File: src/hdl/scpm_pkg.sv
package scpm_pkg;
    // ****************************************
    // selector codes and timing
    // ****************************************
    localparam logic [2:0] SEL_FULL = 3'h0;
    localparam logic [2:0] SEL_DIV64 = 3'h6;
    localparam logic [2:0] SEL_SLOW = 3'h7;
    localparam logic [2:0] SEL_RST = 3'h0;
    localparam logic HS_KEEP_RST = 1'h0;
    localparam logic LS_KEEP_RST = 1'h0;
    localparam logic FAST_EN_RST = 1'h1;
    localparam int FAST_OSC_KHZ = 20000;
    localparam int SLOW_OSC_KHZ = 32;
    localparam int CORE_CLK_KHZ = 10000;
    // slow tick period in core cycles, rounded down
    localparam int SLOW_DIV = CORE_CLK_KHZ / SLOW_OSC_KHZ;
    localparam int STABLE_CYC = 64;

    typedef enum logic [4:0] {
        MODE_RUN = 5'h01,
        MODE_SLEEP = 5'h02,
        MODE_IDLE_LOW = 5'h04,
        MODE_IDLE_BOTH = 5'h08,
        MODE_IDLE_HIGH = 5'h10
    } scpm_mode_t;

    typedef struct packed {
        logic [2:0] sys_clk_select;
        logic hs_osc_keep_on_halt;
        logic ls_osc_keep_on_halt;
        logic fast_osc_enable;
    } scpm_cfg_t;

    typedef struct packed {
        logic system_clock_out;
        logic f_high;
        logic f_low;
        logic slow_osc_clock;
        logic cpu_run;
        logic fast_osc_stable_flag;
        logic fast_mode;
    } scpm_stat_t;
endpackage : scpm_pkg

File: src/hdl/scpm_ctrl.sv
`timescale 1ns/1ps
module scpm_ctrl #(
    parameter int STABLE_CYC = scpm_pkg::STABLE_CYC
) (
    // clock and reset
    input wire logic core_clk,
    input wire logic rst_n,
    // software configuration
    input wire scpm_pkg::scpm_cfg_t cfg_in,
    input wire logic cfg_we,
    input wire logic watchdog_enable,
    // cpu events
    input wire logic halt_exec,
    input wire logic wake_req,
    // clock and status outputs
    output scpm_pkg::scpm_stat_t stat,
    output scpm_pkg::scpm_mode_t mode,
    output logic wdt_clk_en,
    output logic timebase_clk_en
);
    // ****************************************
    // state
    // ****************************************
    typedef struct packed {
        scpm_pkg::scpm_cfg_t cfg;
        scpm_pkg::scpm_mode_t mode;
        logic [5:0] div;
        logic [15:0] slow_cnt;
        logic slow_tick;
        logic [15:0] stab_cnt;
        logic stable;
        scpm_pkg::scpm_stat_t stat;
    } scpm_state_t;

    scpm_state_t r;
    scpm_state_t next_r;

    function automatic logic div_tap(input logic [2:0] sel,
                                     input logic [5:0] d);
        logic [5:0] mask;
        // one pulse per 2^sel cycles: low sel bits all ones
        // a plain bit tap would give a 50% duty, not a single enable
        mask = 6'h3f >> (3'h6 - sel);
        div_tap = ((d & mask) == mask);
    endfunction : div_tap

    logic fast_run;
    logic slow_run;
    logic lf_feed;
    logic sel_slow;

    always_comb begin
        next_r = r;
        sel_slow = (r.cfg.sys_clk_select == scpm_pkg::SEL_SLOW);
        // ****************************************
        // oscillator run state per mode
        // ****************************************
        unique case (r.mode)
            scpm_pkg::MODE_RUN: begin
                fast_run = r.cfg.fast_osc_enable | ~sel_slow;
                lf_feed = 1'b1;
                slow_run = 1'b1;
            end
            scpm_pkg::MODE_SLEEP: begin
                fast_run = 1'b0;
                lf_feed = 1'b0;
                slow_run = watchdog_enable;
            end
            scpm_pkg::MODE_IDLE_LOW: begin
                fast_run = 1'b0;
                lf_feed = 1'b1;
                slow_run = 1'b1;
            end
            scpm_pkg::MODE_IDLE_BOTH: begin
                fast_run = 1'b1;
                lf_feed = 1'b1;
                slow_run = 1'b1;
            end
            scpm_pkg::MODE_IDLE_HIGH: begin
                fast_run = 1'b1;
                lf_feed = 1'b0;
                slow_run = 1'b1;
            end
            default: begin
                fast_run = 1'b0;
                lf_feed = 1'b0;
                slow_run = 1'b0;
            end
        endcase
        // ****************************************
        // oscillators: core clock stands for the fast source, at the 10MHz core rate
        // ****************************************
        // the fast divider steps each core cycle as an f_high enable
        if (fast_run && r.stable) begin
            next_r.div = r.div + 6'h01;
        end
        next_r.slow_tick = 1'b0;
        if (slow_run) begin
            if (r.slow_cnt == 16'(scpm_pkg::SLOW_DIV - 1)) begin
                next_r.slow_cnt = 16'h0000;
                next_r.slow_tick = 1'b1;
            end else begin
                next_r.slow_cnt = r.slow_cnt + 16'h0001;
            end
        end
        // stability: held cleared while stopped, counts up while running
        if (!fast_run) begin
            next_r.stable = 1'b0;
            next_r.stab_cnt = 16'h0000;
        end else if (!r.stable) begin
            if (r.stab_cnt == 16'(STABLE_CYC - 1)) begin
                next_r.stable = 1'b1;
            end else begin
                next_r.stab_cnt = r.stab_cnt + 16'h0001;
            end
        end
        // ****************************************
        // mode sequencing
        // ****************************************
        if (r.mode == scpm_pkg::MODE_RUN) begin
            if (cfg_we) begin
                next_r.cfg = cfg_in;
            end
            if (halt_exec) begin
                unique case ({r.cfg.hs_osc_keep_on_halt,
                              r.cfg.ls_osc_keep_on_halt})
                    2'b00: next_r.mode = scpm_pkg::MODE_SLEEP;
                    2'b01: next_r.mode = scpm_pkg::MODE_IDLE_LOW;
                    2'b11: next_r.mode = scpm_pkg::MODE_IDLE_BOTH;
                    2'b10: next_r.mode = scpm_pkg::MODE_IDLE_HIGH;
                endcase
            end
        end else if (wake_req) begin
            next_r.mode = scpm_pkg::MODE_RUN;
        end
        // ****************************************
        // clock enables out
        // ****************************************
        next_r.stat.f_high = fast_run & r.stable;
        next_r.stat.f_low = lf_feed & r.slow_tick;
        next_r.stat.slow_osc_clock = r.slow_tick;
        next_r.stat.cpu_run = (r.mode == scpm_pkg::MODE_RUN);
        next_r.stat.fast_osc_stable_flag = r.stable;
        next_r.stat.fast_mode = ~sel_slow;
        if (sel_slow) begin
            // idle low passes, idle high stops here via lf_feed
            next_r.stat.system_clock_out = lf_feed & r.slow_tick;
        end else begin
            next_r.stat.system_clock_out = fast_run & r.stable
                & div_tap(r.cfg.sys_clk_select, r.div);
        end
        if (r.mode != scpm_pkg::MODE_RUN
            && r.mode != scpm_pkg::MODE_IDLE_BOTH
            && r.mode != scpm_pkg::MODE_IDLE_LOW
            && r.mode != scpm_pkg::MODE_IDLE_HIGH) begin
            next_r.stat.system_clock_out = 1'b0;
        end
    end

    always_ff @(posedge core_clk) begin
        if (!rst_n) begin
            r.cfg.sys_clk_select <= scpm_pkg::SEL_RST;
            r.cfg.hs_osc_keep_on_halt <= scpm_pkg::HS_KEEP_RST;
            r.cfg.ls_osc_keep_on_halt <= scpm_pkg::LS_KEEP_RST;
            r.cfg.fast_osc_enable <= scpm_pkg::FAST_EN_RST;
            r.mode <= scpm_pkg::MODE_RUN;
            r.div <= 6'h00;
            r.slow_cnt <= 16'h0000;
            r.slow_tick <= 1'b0;
            r.stab_cnt <= 16'h0000;
            r.stable <= 1'b0;
            r.stat <= '0;
        end else begin
            r <= next_r;
        end
    end

    assign stat = r.stat;
    assign mode = r.mode;
    // watchdog and time base run from the slow oscillator tick
    assign wdt_clk_en = r.stat.slow_osc_clock;
    assign timebase_clk_en = r.stat.slow_osc_clock;

    // ****************************************
    // checks
    // ****************************************
    a_sleep_no_clk: assert property (
        @(posedge core_clk) disable iff (!rst_n)
        r.mode == scpm_pkg::MODE_SLEEP
            |=> !stat.system_clock_out && !stat.f_high)
        else $error("clock seen in sleep");
    a_sleep_wdt_off: assert property (
        @(posedge core_clk) disable iff (!rst_n)
        (r.mode == scpm_pkg::MODE_SLEEP && !watchdog_enable)[*2]
            |=> !stat.slow_osc_clock)
        else $error("slow clock runs in sleep without watchdog");
    a_halt_only: assert property (
        @(posedge core_clk) disable iff (!rst_n)
        r.mode == scpm_pkg::MODE_RUN && !halt_exec
            |=> r.mode == scpm_pkg::MODE_RUN)
        else $error("power-down without halt");
    a_idle_low: assert property (
        @(posedge core_clk) disable iff (!rst_n)
        r.mode == scpm_pkg::MODE_RUN && halt_exec
            && !r.cfg.hs_osc_keep_on_halt && r.cfg.ls_osc_keep_on_halt
            |=> r.mode == scpm_pkg::MODE_IDLE_LOW)
        else $error("wrong mode for keep 01");
    a_idle_both: assert property (
        @(posedge core_clk) disable iff (!rst_n)
        r.mode == scpm_pkg::MODE_RUN && halt_exec
            && r.cfg.hs_osc_keep_on_halt && r.cfg.ls_osc_keep_on_halt
            |=> r.mode == scpm_pkg::MODE_IDLE_BOTH)
        else $error("wrong mode for keep 11");
    a_idle_high: assert property (
        @(posedge core_clk) disable iff (!rst_n)
        r.mode == scpm_pkg::MODE_RUN && halt_exec
            && r.cfg.hs_osc_keep_on_halt && !r.cfg.ls_osc_keep_on_halt
            |=> r.mode == scpm_pkg::MODE_IDLE_HIGH)
        else $error("wrong mode for keep 10");
    a_idle_high_gate: assert property (
        @(posedge core_clk) disable iff (!rst_n)
        r.mode == scpm_pkg::MODE_IDLE_HIGH && sel_slow
            |=> !stat.system_clock_out && !stat.f_low)
        else $error("clock out while source stopped");
    a_stable_rise: assert property (
        @(posedge core_clk) disable iff (!rst_n)
        $rose(r.stable) |-> $past(r.stab_cnt) == 16'(STABLE_CYC - 1))
        else $error("stable flag set early");
    a_fast_running: assert property (
        @(posedge core_clk) disable iff (!rst_n)
        r.mode == scpm_pkg::MODE_RUN && !sel_slow && r.stable
            |=> r.div == $past(r.div) + 6'h01)
        else $error("fast divider stalled in fast mode");
endmodule : scpm_ctrl

File: config.mk
export PLATFORM = sky130hd
export DESIGN_NAME = scpm_ctrl
export DESIGN_NICKNAME = d
export VERILOG_FILES = /design/src/hdl/scpm_pkg.sv /design/src/hdl/scpm_ctrl.sv
export SDC_FILE = /design/constraint.sdc
export NUM_CORES = 1
export LEC_CHECK = 0
export BUFFER_PORTS_ARGS = -buffer_cell sky130_fd_sc_hd__buf_2
export CAP_MARGIN = 20
export CELL_PAD_IN_SITES_DETAIL_PLACEMENT = 1
export CELL_PAD_IN_SITES_GLOBAL_PLACEMENT = 1
export CORE_ASPECT_RATIO = 1.4
export CORE_UTILIZATION = 40
export CTS_BUF_LIST = sky130_fd_sc_hd__clkbuf_4
export CTS_CLUSTER_DIAMETER = 60
export DETAILED_ROUTE_END_ITERATION = 12
export GPL_ROUTABILITY_DRIVEN = 0
export GPL_TIMING_DRIVEN = 0
export PLACE_DENSITY = 0.69
export SYNTH_ARGS = -nofsm -noshare
export SYNTH_HDL_FRONTEND = slang
export SYNTH_SLANG_ARGS = --single-unit
File: constraint.sdc
create_clock -name core_clk -period 4.7 [get_ports core_clk]
set_input_delay 0.705 -clock core_clk [delete_from_list [all_inputs] [get_ports core_clk]]
set_output_delay 0.705 -clock core_clk [all_outputs]
set_load 0.005 [all_outputs]
==> impl_metrics.toml, run 1 <==
[run_status]
outcome = "finished clean"

[timing]
setup-tns-final_ns = 0
slew_violations = 0
tightest_slew_ns = 0.672
setup_ws_ns = 2.42
setup_violations = 0
fmax_mhz = 439
fin_crit_sh_pct = 48.5
rsz0062_at_grt = "false"
clock_skew_ns = 0.00951
finalHoldViolCount = 0
post-route-min-period_ns = 2.28
slew_headroom_pct = 55.2

[power]
power.internal_w = 0.000720
total_power_w = 0.000995
swShare_pct = 27.6
power_density_nw_per_um2 = 309
leakage_nw = 1.28
comb_power_share_pct = 13.4
clkPwrFrac_pct = 33.7
seqPwrFrac_pct = 52.9
netSwitchingPower_w = 0.000275
max-vdd-ir-drop_mv = 0.190

[die]
die_y_um = 102
fp.dieW_um = 73.4
ios = 26
coreArea_um2 = 6940
num_rows = 36
start_util_pct = 41.1
die-area_um2 = 7480

[critical_path]
worstPathMaxFanout = 10
max_stage_delay_ns = 0.57
reg2reg_setup_slack_ns = 2.42
cp-end-kind = "flip-flop"
startpoint = "mode[0]$_SDFFE_PN1P_"
worstSetupPathType = "reg -> reg"
path_cells = "or4b_4 -> a311oi_4 -> o21ai_4 -> o311ai_1 -> o41ai_1"
cp.required_ns = 4.96
critical-path-slowest-cell = "or4b_4"
worstPathArrival_ns = 2.54
r2r_start = "mode[0]$_SDFFE_PN1P_"
startpoint_type = "flip-flop"

[global_routing]
grt_max_degree = 11
grt_remaining_overflow = 0
antenna_found_initial = 0
grt_pass1_vias = 2445
grt_use_total_pct = 20.2
grt_pass1_wl_mm = 11.5

[yosys]
syn_nets = 350
ys_types = 54
ys_ff_latch = 58
syn_inst = 331
async_flop_share_pct = 0
synth_enable_flop_cells = 0
ys_seq_area_share_pct = 40.7
syn_area_um2 = 2850
synthFlopType = "dfxtp_1"
syn_area_per_cell_um2 = 8.62
yosys_warnings = 0

[cells_and_area]
final_area_um2 = 3220
area_growth_syn_to_layout_pct = 13.0
nets = 387
diodes = 0
layout-drive-gt1-share_pct = 16.1
final.fill_count = 899
stdcell_count = 467

[clocking]
holdBufCountCts = 0
cts_setup_buffers = 0
clkTransAtPathRegs_ns = 0.09
clk_latency_ns = 0.39
cts-root-buf = "clkbuf_4"
cts.path.max_buffers = 2
tritoncts = "built"
htree_num_levels = 3
cts_resized = 0
clock_sinks = 58
cts_inserted_buffers = 9

[run]
drv_cap = 0

[route]
vias = 2499
post-route-drc-count = 0
avgViaCountPerCell = 5.35
routed_wl_mm = 6.94
postRouteAntennaNets = 0
drt_iter0_drc = 66
routedWlPerCell_um = 14.9
dr.pass1.iters = 4

[hold_path]
holdCritPathClass = "reg -> reg"
hold_start = "r[52]$_SDFFE_PN1P_"

[placement]
place_area_um2 = 3100
hpwl_mm = 5.12
io_buffers = 25
dp_slack_ns = 2.48
dp.cells = 452
through the flow:
stage          hold slack (ns)  util [%]
4_1_cts                  0.480      46.5
6_report                 0.474      46.5
2_1_floorplan            0.441         -
5_1_grt                  0.530      46.5
3_3_place_gp             0.472      44.6
3_5_place_dp             0.462      44.7
layout make-up:
cell class	count	area (um2)	share of cell area, %
Multi-Input combinational cell	245	1520	47.3
Sequential cell	58	1160	36.0
Buffer	21	141	4.39
Timing Repair Buffer	26	130	4.04
Tap cell	95	119	3.69
Clock buffer	10	75.1	2.33
Clock inverter	5	46.3	1.44
Inverter	7	26.3	0.815
routing by layer:
metal | global-route usage, % | wire length (um) | vias to the layer above
met5 | 0 | 0 | -
met4 | 9.17 | 136 | 0
met3 | 3.35 | 182 | 12
met2 | 35.8 | 3560 | 30
met1 | 23.7 | 3060 | 1188
li1 | - | - | 1269
cell families after synthesis:
group / Yosys count / synth area share, %
and+or+nand+nor: 142 / 25.8
AOI/OAI and AO/OA: 74 / 17.7
DFF: 58 / 40.7
buffers and inverters: 28 / 5.88
xor gates and xnor gates: 19 / 5.83
adders and majority gates: 7 / 3.07
muxes: 3 / 1.05
power groups by stage:
stage,clock (W),sequential (W),combinational (W)
after detailed placement,0,0.000538,0.000134
after floorplan,0,0.000533,0.0000952
after global routing,0.000377,0.000530,0.000151
after CTS,0.000351,0.000527,0.000135
final,0.000335,0.000527,0.000133
after global placement,0,0.000537,0.000129
layout by cell type (no fill, tap or decap), types with 12 or more instances in the layout:
cell / synthesis / final
dfxtp_1: 58 / 58
nor2_1: 40 / 40
buf_2: 2 / 28
nand2_1: 25 / 25
o21ai_0: 19 / 19
a21oi_1: 19 / 19
xor2_1: 18 / 18
nand3_1: 17 / 17
buf_4: 14 / 14
nand4_1: 12 / 12
Yosys cell counts, types with 3 or more instances:
library cell	instances	area, um2
a211oi_1	5	37.5
a21oi_1	19	95.1
and2_1	5	31.3
and3_1	6	37.5
and4_1	3	26.3
buf_4	14	105
clkbuf_1	4	15.0
dfxtp_1	58	1160
ha_1	7	87.6
inv_1	7	26.3
mux2i_1	3	30.0
nand2_1	25	93.8
nand3_1	17	85.1
nand3b_1	4	30.0
nand4_1	12	75.1
nor2_1	40	150
nor2b_1	4	25.0
nor3_1	6	30.0
nor4_1	5	31.3
o211ai_1	9	67.6
o21ai_0	19	95.1
or3_1	4	25.0
xor2_1	18	158
final timing paths:
check / to / depth (start not counted)
worst max-delay path: r[46]$_SDFFE_PN0P_ / 5
worst min-delay path: r[52]$_SDFFE_PN1P_ / 2
worst max register to register: r[46]$_SDFFE_PN0P_ / 5
worst min register to register: r[52]$_SDFFE_PN1P_ / 2
state kept, by name, indices dropped and copies added (netlist names):
name	cells
next_r	2
stat	6
mode	5
timebase_clk_en	1
r	44
critical path, delay by kind of cell, from the launching register on:
family / cells / cell delay (ns)
AOI/OAI and AO/OA: 4 / 1.08
DFF: 1 / 0.51
and+or+nand+nor: 1 / 0.57
Power figures use the tool's default switching activity.
==> run 2: changes to the inputs <==
PLACE_DENSITY = 0.72   (was 0.69)
clock period = 2.05 ns   (was 4.7 ns; I/O delays follow)
==> run 2 against run 1 <==
Effect of this change:
- die area did not move
- sequential share of layout area is 1.1 points lower
- critical path depth grew 1
- critical endpoint is now r[43]$_SDFFE_PN0P_
- largest power group unchanged
==> impl_metrics.toml, run 2 (synthesis results as in run 1) <==
[power]
power.internal_w = 0.00179
netSwitchingPower_w = 0.000681
leakage_nw = 1.32
seqPwrFrac_pct = 48.9
power_density_nw_per_um2 = 736
swShare_pct = 27.6
max-vdd-ir-drop_mv = 0.466
clkPwrFrac_pct = 37.3
comb_power_share_pct = 13.8

[timing]
finalHoldViolCount = 0
slew_headroom_pct = 58.7
timing.hold.ws_ns = 0.149
slew_violations = 0
tightest_slew_ns = 0.620
fin_crit_sh_pct = 100
rsz0062_at_grt = "true"
clock_skew_ns = 0.0156
post-route-min-period_ns = 2.05
fmax_mhz = 488
setup_violations = 0
setup_ws_ns = 0.00102

[global_routing]
grt_max_degree = 11
grt_pass1_wl_mm = 12.0
grt_use_total_pct = 20.9
grt_remaining_overflow = 0
antenna_found_initial = 0
grt_pass1_vias = 2570

[cells_and_area]
largest_registers = "r: 44 flops, stat: 6 flops, mode: 5 flops"
area_growth_syn_to_layout_pct = 17.6
largest_reg_flops = 44
diodes = 0
final_common_cell = "dfxtp_1"
regMostFlops = "r"
layout-drive-gt1-share_pct = 20.7
mostFrequentLayoutCells = "dfxtp_1, nor2_1, buf_2"
nets = 391

[die]
fp.dieW_um = 73.4
num_rows = 36
coreArea_um2 = 6940
ios = 26
start_util_pct = 41.1
die_y_um = 102
die-area_um2 = 7480

[critical_path]
worstPathMaxFanout = 10
cp.required_ns = 2.31
worstPathArrival_ns = 2.31
startpoint_type = "flip-flop"
worstSetupPathType = "reg -> reg"
cp-end-kind = "flip-flop"

[route]
vias = 2570
postRouteAntennaNets = 0
routedWlPerCell_um = 15.3
dr.pass1.iters = 4
drt_iter0_drc = 98
post-route-drc-count = 0
routed_wl_mm = 7.23
avgViaCountPerCell = 5.44

[clocking]
cts.path.max_buffers = 2
clock_sinks = 58
cts-root-buf = "clkbuf_4"
holdBufCountCts = 0
cts_inserted_buffers = 9
clk_latency_ns = 0.40
tritoncts = "built"
htree_num_levels = 3
clkTransAtPathRegs_ns = 0.11

[placement]
hpwl_mm = 5.16
io_buffers = 25
dp_slack_ns = -0.132

[run_status]
outcome = "finished clean"

[hold_path]
holdCritPathClass = "in -> reg"

[run]
drv_cap = 0
-- run 2: metrics by stage --
| stage | setup TNS (ns) | cell area [um2] | total power, W | instances | util, % |
|---|---|---|---|---|---|
| 3_5_place_dp | -0.998 | 3100 | 0.00154 | 452 | 44.7 |
| 2_1_floorplan | 0 | 2850 | 0.00144 | 331 | - |
| 5_1_grt | -0.290 | 3360 | 0.00261 | 472 | 48.4 |
| 3_3_place_gp | -3.65 | 3100 | 0.00153 | 451 | 44.6 |
| 4_1_cts | -0.0393 | 3280 | 0.00248 | 469 | 47.3 |
| 6_report | 0 | 3360 | 0.00247 | 472 | 48.4 |
-- run 2: cell type report --
class	count	area (um2)
clock buffers	9	67.6
inverters	7	26.3
clock inverters	7	83.8
fillers	885	3580
repair buffers	32	175
plain buffers	19	123
flip-flops and latches	58	1170
multi-input cells	245	1590
well taps	95	119
-- run 2: worst paths after layout --
check                                     endpoint  slack [ns]            startpoint  cells after the start
worst max register to register  r[43]$_SDFFE_PN0P_       0.001  mode[4]$_SDFFE_PN0P_                      6
worst min register to register  r[52]$_SDFFE_PN1P_        0.49    r[52]$_SDFFE_PN1P_                      2
worst min-delay path            r[52]$_SDFFE_PN1P_        0.15             cfg_in[0]                      3
worst max-delay path            r[43]$_SDFFE_PN0P_       0.001  mode[4]$_SDFFE_PN0P_                      6
-- run 2: routing by layer --
layer  routed length [um]  global-route usage, %  vias up
met1                 3070                   23.0     1251
met3                  146                   3.65       10
met4                   93                   8.88        0
li1                     -                      -     1280
met2                 3920                   39.0       29
met5                    0                      0        -
-- run 2: repair_timing --
action | CTS | global route
pin swaps | 1 | 9
endpoints found under the setup margin | 18 | 27
gates resized for setup | 4 | 16
hold endpoints to repair | 0 | 0
buffers inserted | 1 | 5
-- run 2: power by group through the flow --
| stage | registers (W) | clock network [W] | logic [W] |
|---|---|---|---|
| 2_1_floorplan | 0.00122 | 0 | 0.000218 |
| 3_3_place_gp | 0.00123 | 0 | 0.000295 |
| 3_5_place_dp | 0.00123 | 0 | 0.000303 |
| 4_1_cts | 0.00121 | 0.000952 | 0.000317 |
| 5_1_grt | 0.00122 | 0.00101 | 0.000381 |
| 6_report | 0.00121 | 0.000921 | 0.000340 |
-- run 2: worst max-delay path, stage by stage (launching register included) --
cell,delay (ns)
dfxtp_4,0.39
or4b_4,0.56
a311oi_4,0.41
buf_4,0.19
o211ai_1,0.11
xor2_1,0.19
nor2_1,0.06
==> run 3: changes to the inputs <==
MAX_ROUTING_LAYER = met4   (was not set)
==> run 3 against run 2 <==
Effect of this change:
- clock-buffer cell count unchanged
- critical path type unchanged
- critical endpoint unchanged
- cell count is the same
- register-to-register slack about the same
- largest power group unchanged
==> impl_metrics.toml, run 3 (synthesis results as in run 1) <==
[run_status]
outcome = "finished clean"

[cells_and_area]
mostFrequentLayoutCells = "dfxtp_1, nor2_1, buf_2"
layout-drive-gt1-share_pct = 20.7
largest_registers = "r: 44 flops, stat: 6 flops, mode: 5 flops"
diodes = 0
largest_reg_flops = 44
stdcell_count = 472
regMostFlops = "r"
final_util_pct = 48.4
nets = 391
final_common_cell = "dfxtp_1"
area_growth_syn_to_layout_pct = 17.6

[critical_path]
worstSetupPathType = "reg -> reg"
critical-path-slowest-cell = "or4b_4"
path_buf_inv = 1
crit_family = "simple AND/OR/NAND/NOR gates"
worstPathMaxFanout = 10
worstPathArrival_ns = 2.30
reg2reg_setup_slack_ns = 0.002
cp.required_ns = 2.31
cp-end-kind = "flip-flop"
r2r_start = "mode[4]$_SDFFE_PN0P_"
startpoint_type = "flip-flop"
worstRegToRegCells = 6
max_stage_delay_ns = 0.56
reg2reg_to = "r[43]$_SDFFE_PN0P_"
path_cells = "or4b_4 -> a311oi_4 -> buf_4 -> o211ai_1 -> xor2_1 -> nor2_1"

[clocking]
cts.path.max_buffers = 2
cts-root-buf = "clkbuf_4"
clkTransAtPathRegs_ns = 0.11
clk_latency_ns = 0.39
tritoncts = "built"
htree_num_levels = 3
clock_sinks = 58
holdBufCountCts = 0
cts_inserted_buffers = 9

[timing]
slew_violations = 0
tightest_slew_ns = 0.620
post-route-min-period_ns = 2.05
setup_violations = 0
slew_headroom_pct = 58.7
clock_skew_ns = 0.0159
rsz0062_at_grt = "true"
timing.hold.ws_ns = 0.150
fin_crit_sh_pct = 99.9
finalHoldViolCount = 0
fmax_mhz = 488

[global_routing]
grt_remaining_overflow = 0
grt_use_total_pct = 21.6
grt_max_degree = 11
grt_pass1_vias = 2574
antenna_found_initial = 0
grt_pass1_wl_mm = 12.0

[route]
post-route-drc-count = 0
routed_wl_mm = 7.24
routedWlPerCell_um = 15.3
avgViaCountPerCell = 5.44
drt_iter0_drc = 98
vias = 2569
postRouteAntennaNets = 0
dr.pass1.iters = 4

[die]
coreArea_um2 = 6940
die_y_um = 102
num_rows = 36
die-area_um2 = 7480
fp.dieW_um = 73.4
ios = 26
start_util_pct = 41.1

[placement]
dp.cells = 452
hpwl_mm = 5.16
io_buffers = 25

[power]
power_density_nw_per_um2 = 736
max-vdd-ir-drop_mv = 0.465
leakage_nw = 1.32

[hold_path]
whs_endpoint = "r[52]$_SDFFE_PN1P_"
holdCritPathClass = "in -> reg"
hold_start = "cfg_in[0]"
min_path_cells = 3

[run]
drv_cap = 0
run 3: cell counts in the layout (fill, tap and decap cells not counted):
No cell type changed its count.
run 3: stage by stage:
stage / instance area [um2] / worst slack [ns] / total power (W) / TNS [ns]
final: 3360 / 0.00186 / 0.00247 / 0
after global routing: 3360 / -0.102 / 0.00261 / -0.290
after CTS: 3280 / -0.0322 / 0.00248 / -0.0393
after detailed placement: 3100 / -0.132 / 0.00154 / -0.998
after global placement: 3100 / -0.263 / 0.00153 / -3.65
after floorplan: 2850 / 0.0449 / 0.00144 / 0
run 3: power breakdown:
part,internal (W),switching [W]
Sequential,0.00116,0.0000432
Combinational,0.000143,0.000197
Clock,0.000481,0.000441
run 3: layout make-up:
| class | instances | area, um2 |
|---|---|---|
| sequential | 58 | 1170 |
| multi-input combinational | 245 | 1590 |
| timing repair buffer | 32 | 175 |
| clock buffer | 9 | 67.6 |
| buffer | 19 | 123 |
| clock inverter | 7 | 83.8 |
| tap | 95 | 119 |
| inverter | 7 | 26.3 |
| fill | 885 | 3580 |
run 3: worst reg2reg max path, cell delays in order, from the launching register on:
cell      delay (ns)
dfxtp_4         0.39
or4b_4          0.56
a311oi_4        0.41
buf_4           0.19
o211ai_1        0.11
xor2_1          0.19
nor2_1          0.06
run 3: timing repair:
action | 4_1_cts | 5_1_grt
gates resized for setup | 4 | 16
pin swaps | 1 | 9
endpoints found under the hold margin | 0 | 0
setup endpoints to repair | 18 | 27
setup buffers | 1 | 5
run 3: worst max-delay path by stage:
stage	startpoint	to	slack, ns	cells after the start
2_1_floorplan	mode[3]$_SDFFE_PN0P_	r[46]$_SDFFE_PN0P_	0.04	6
3_3_place_gp	mode[1]$_SDFFE_PN0P_	r[20]$_SDFFE_PN0P_	-0.26	5
4_1_cts	mode[3]$_SDFFE_PN0P_	r[46]$_SDFFE_PN0P_	-0.03	6
3_5_place_dp	mode[0]$_SDFFE_PN1P_	r[46]$_SDFFE_PN0P_	-0.13	5
6_report	mode[4]$_SDFFE_PN0P_	r[43]$_SDFFE_PN0P_	0.002	6
5_1_grt	mode[4]$_SDFFE_PN0P_	r[45]$_SDFFE_PN0P_	-0.10	6
run 3: routing by layer:
layer  wire [um]  track usage [%]
met5           0                -
met4          95             8.88
met3         137             3.94
met2        3920             39.2
met1        3090             22.7
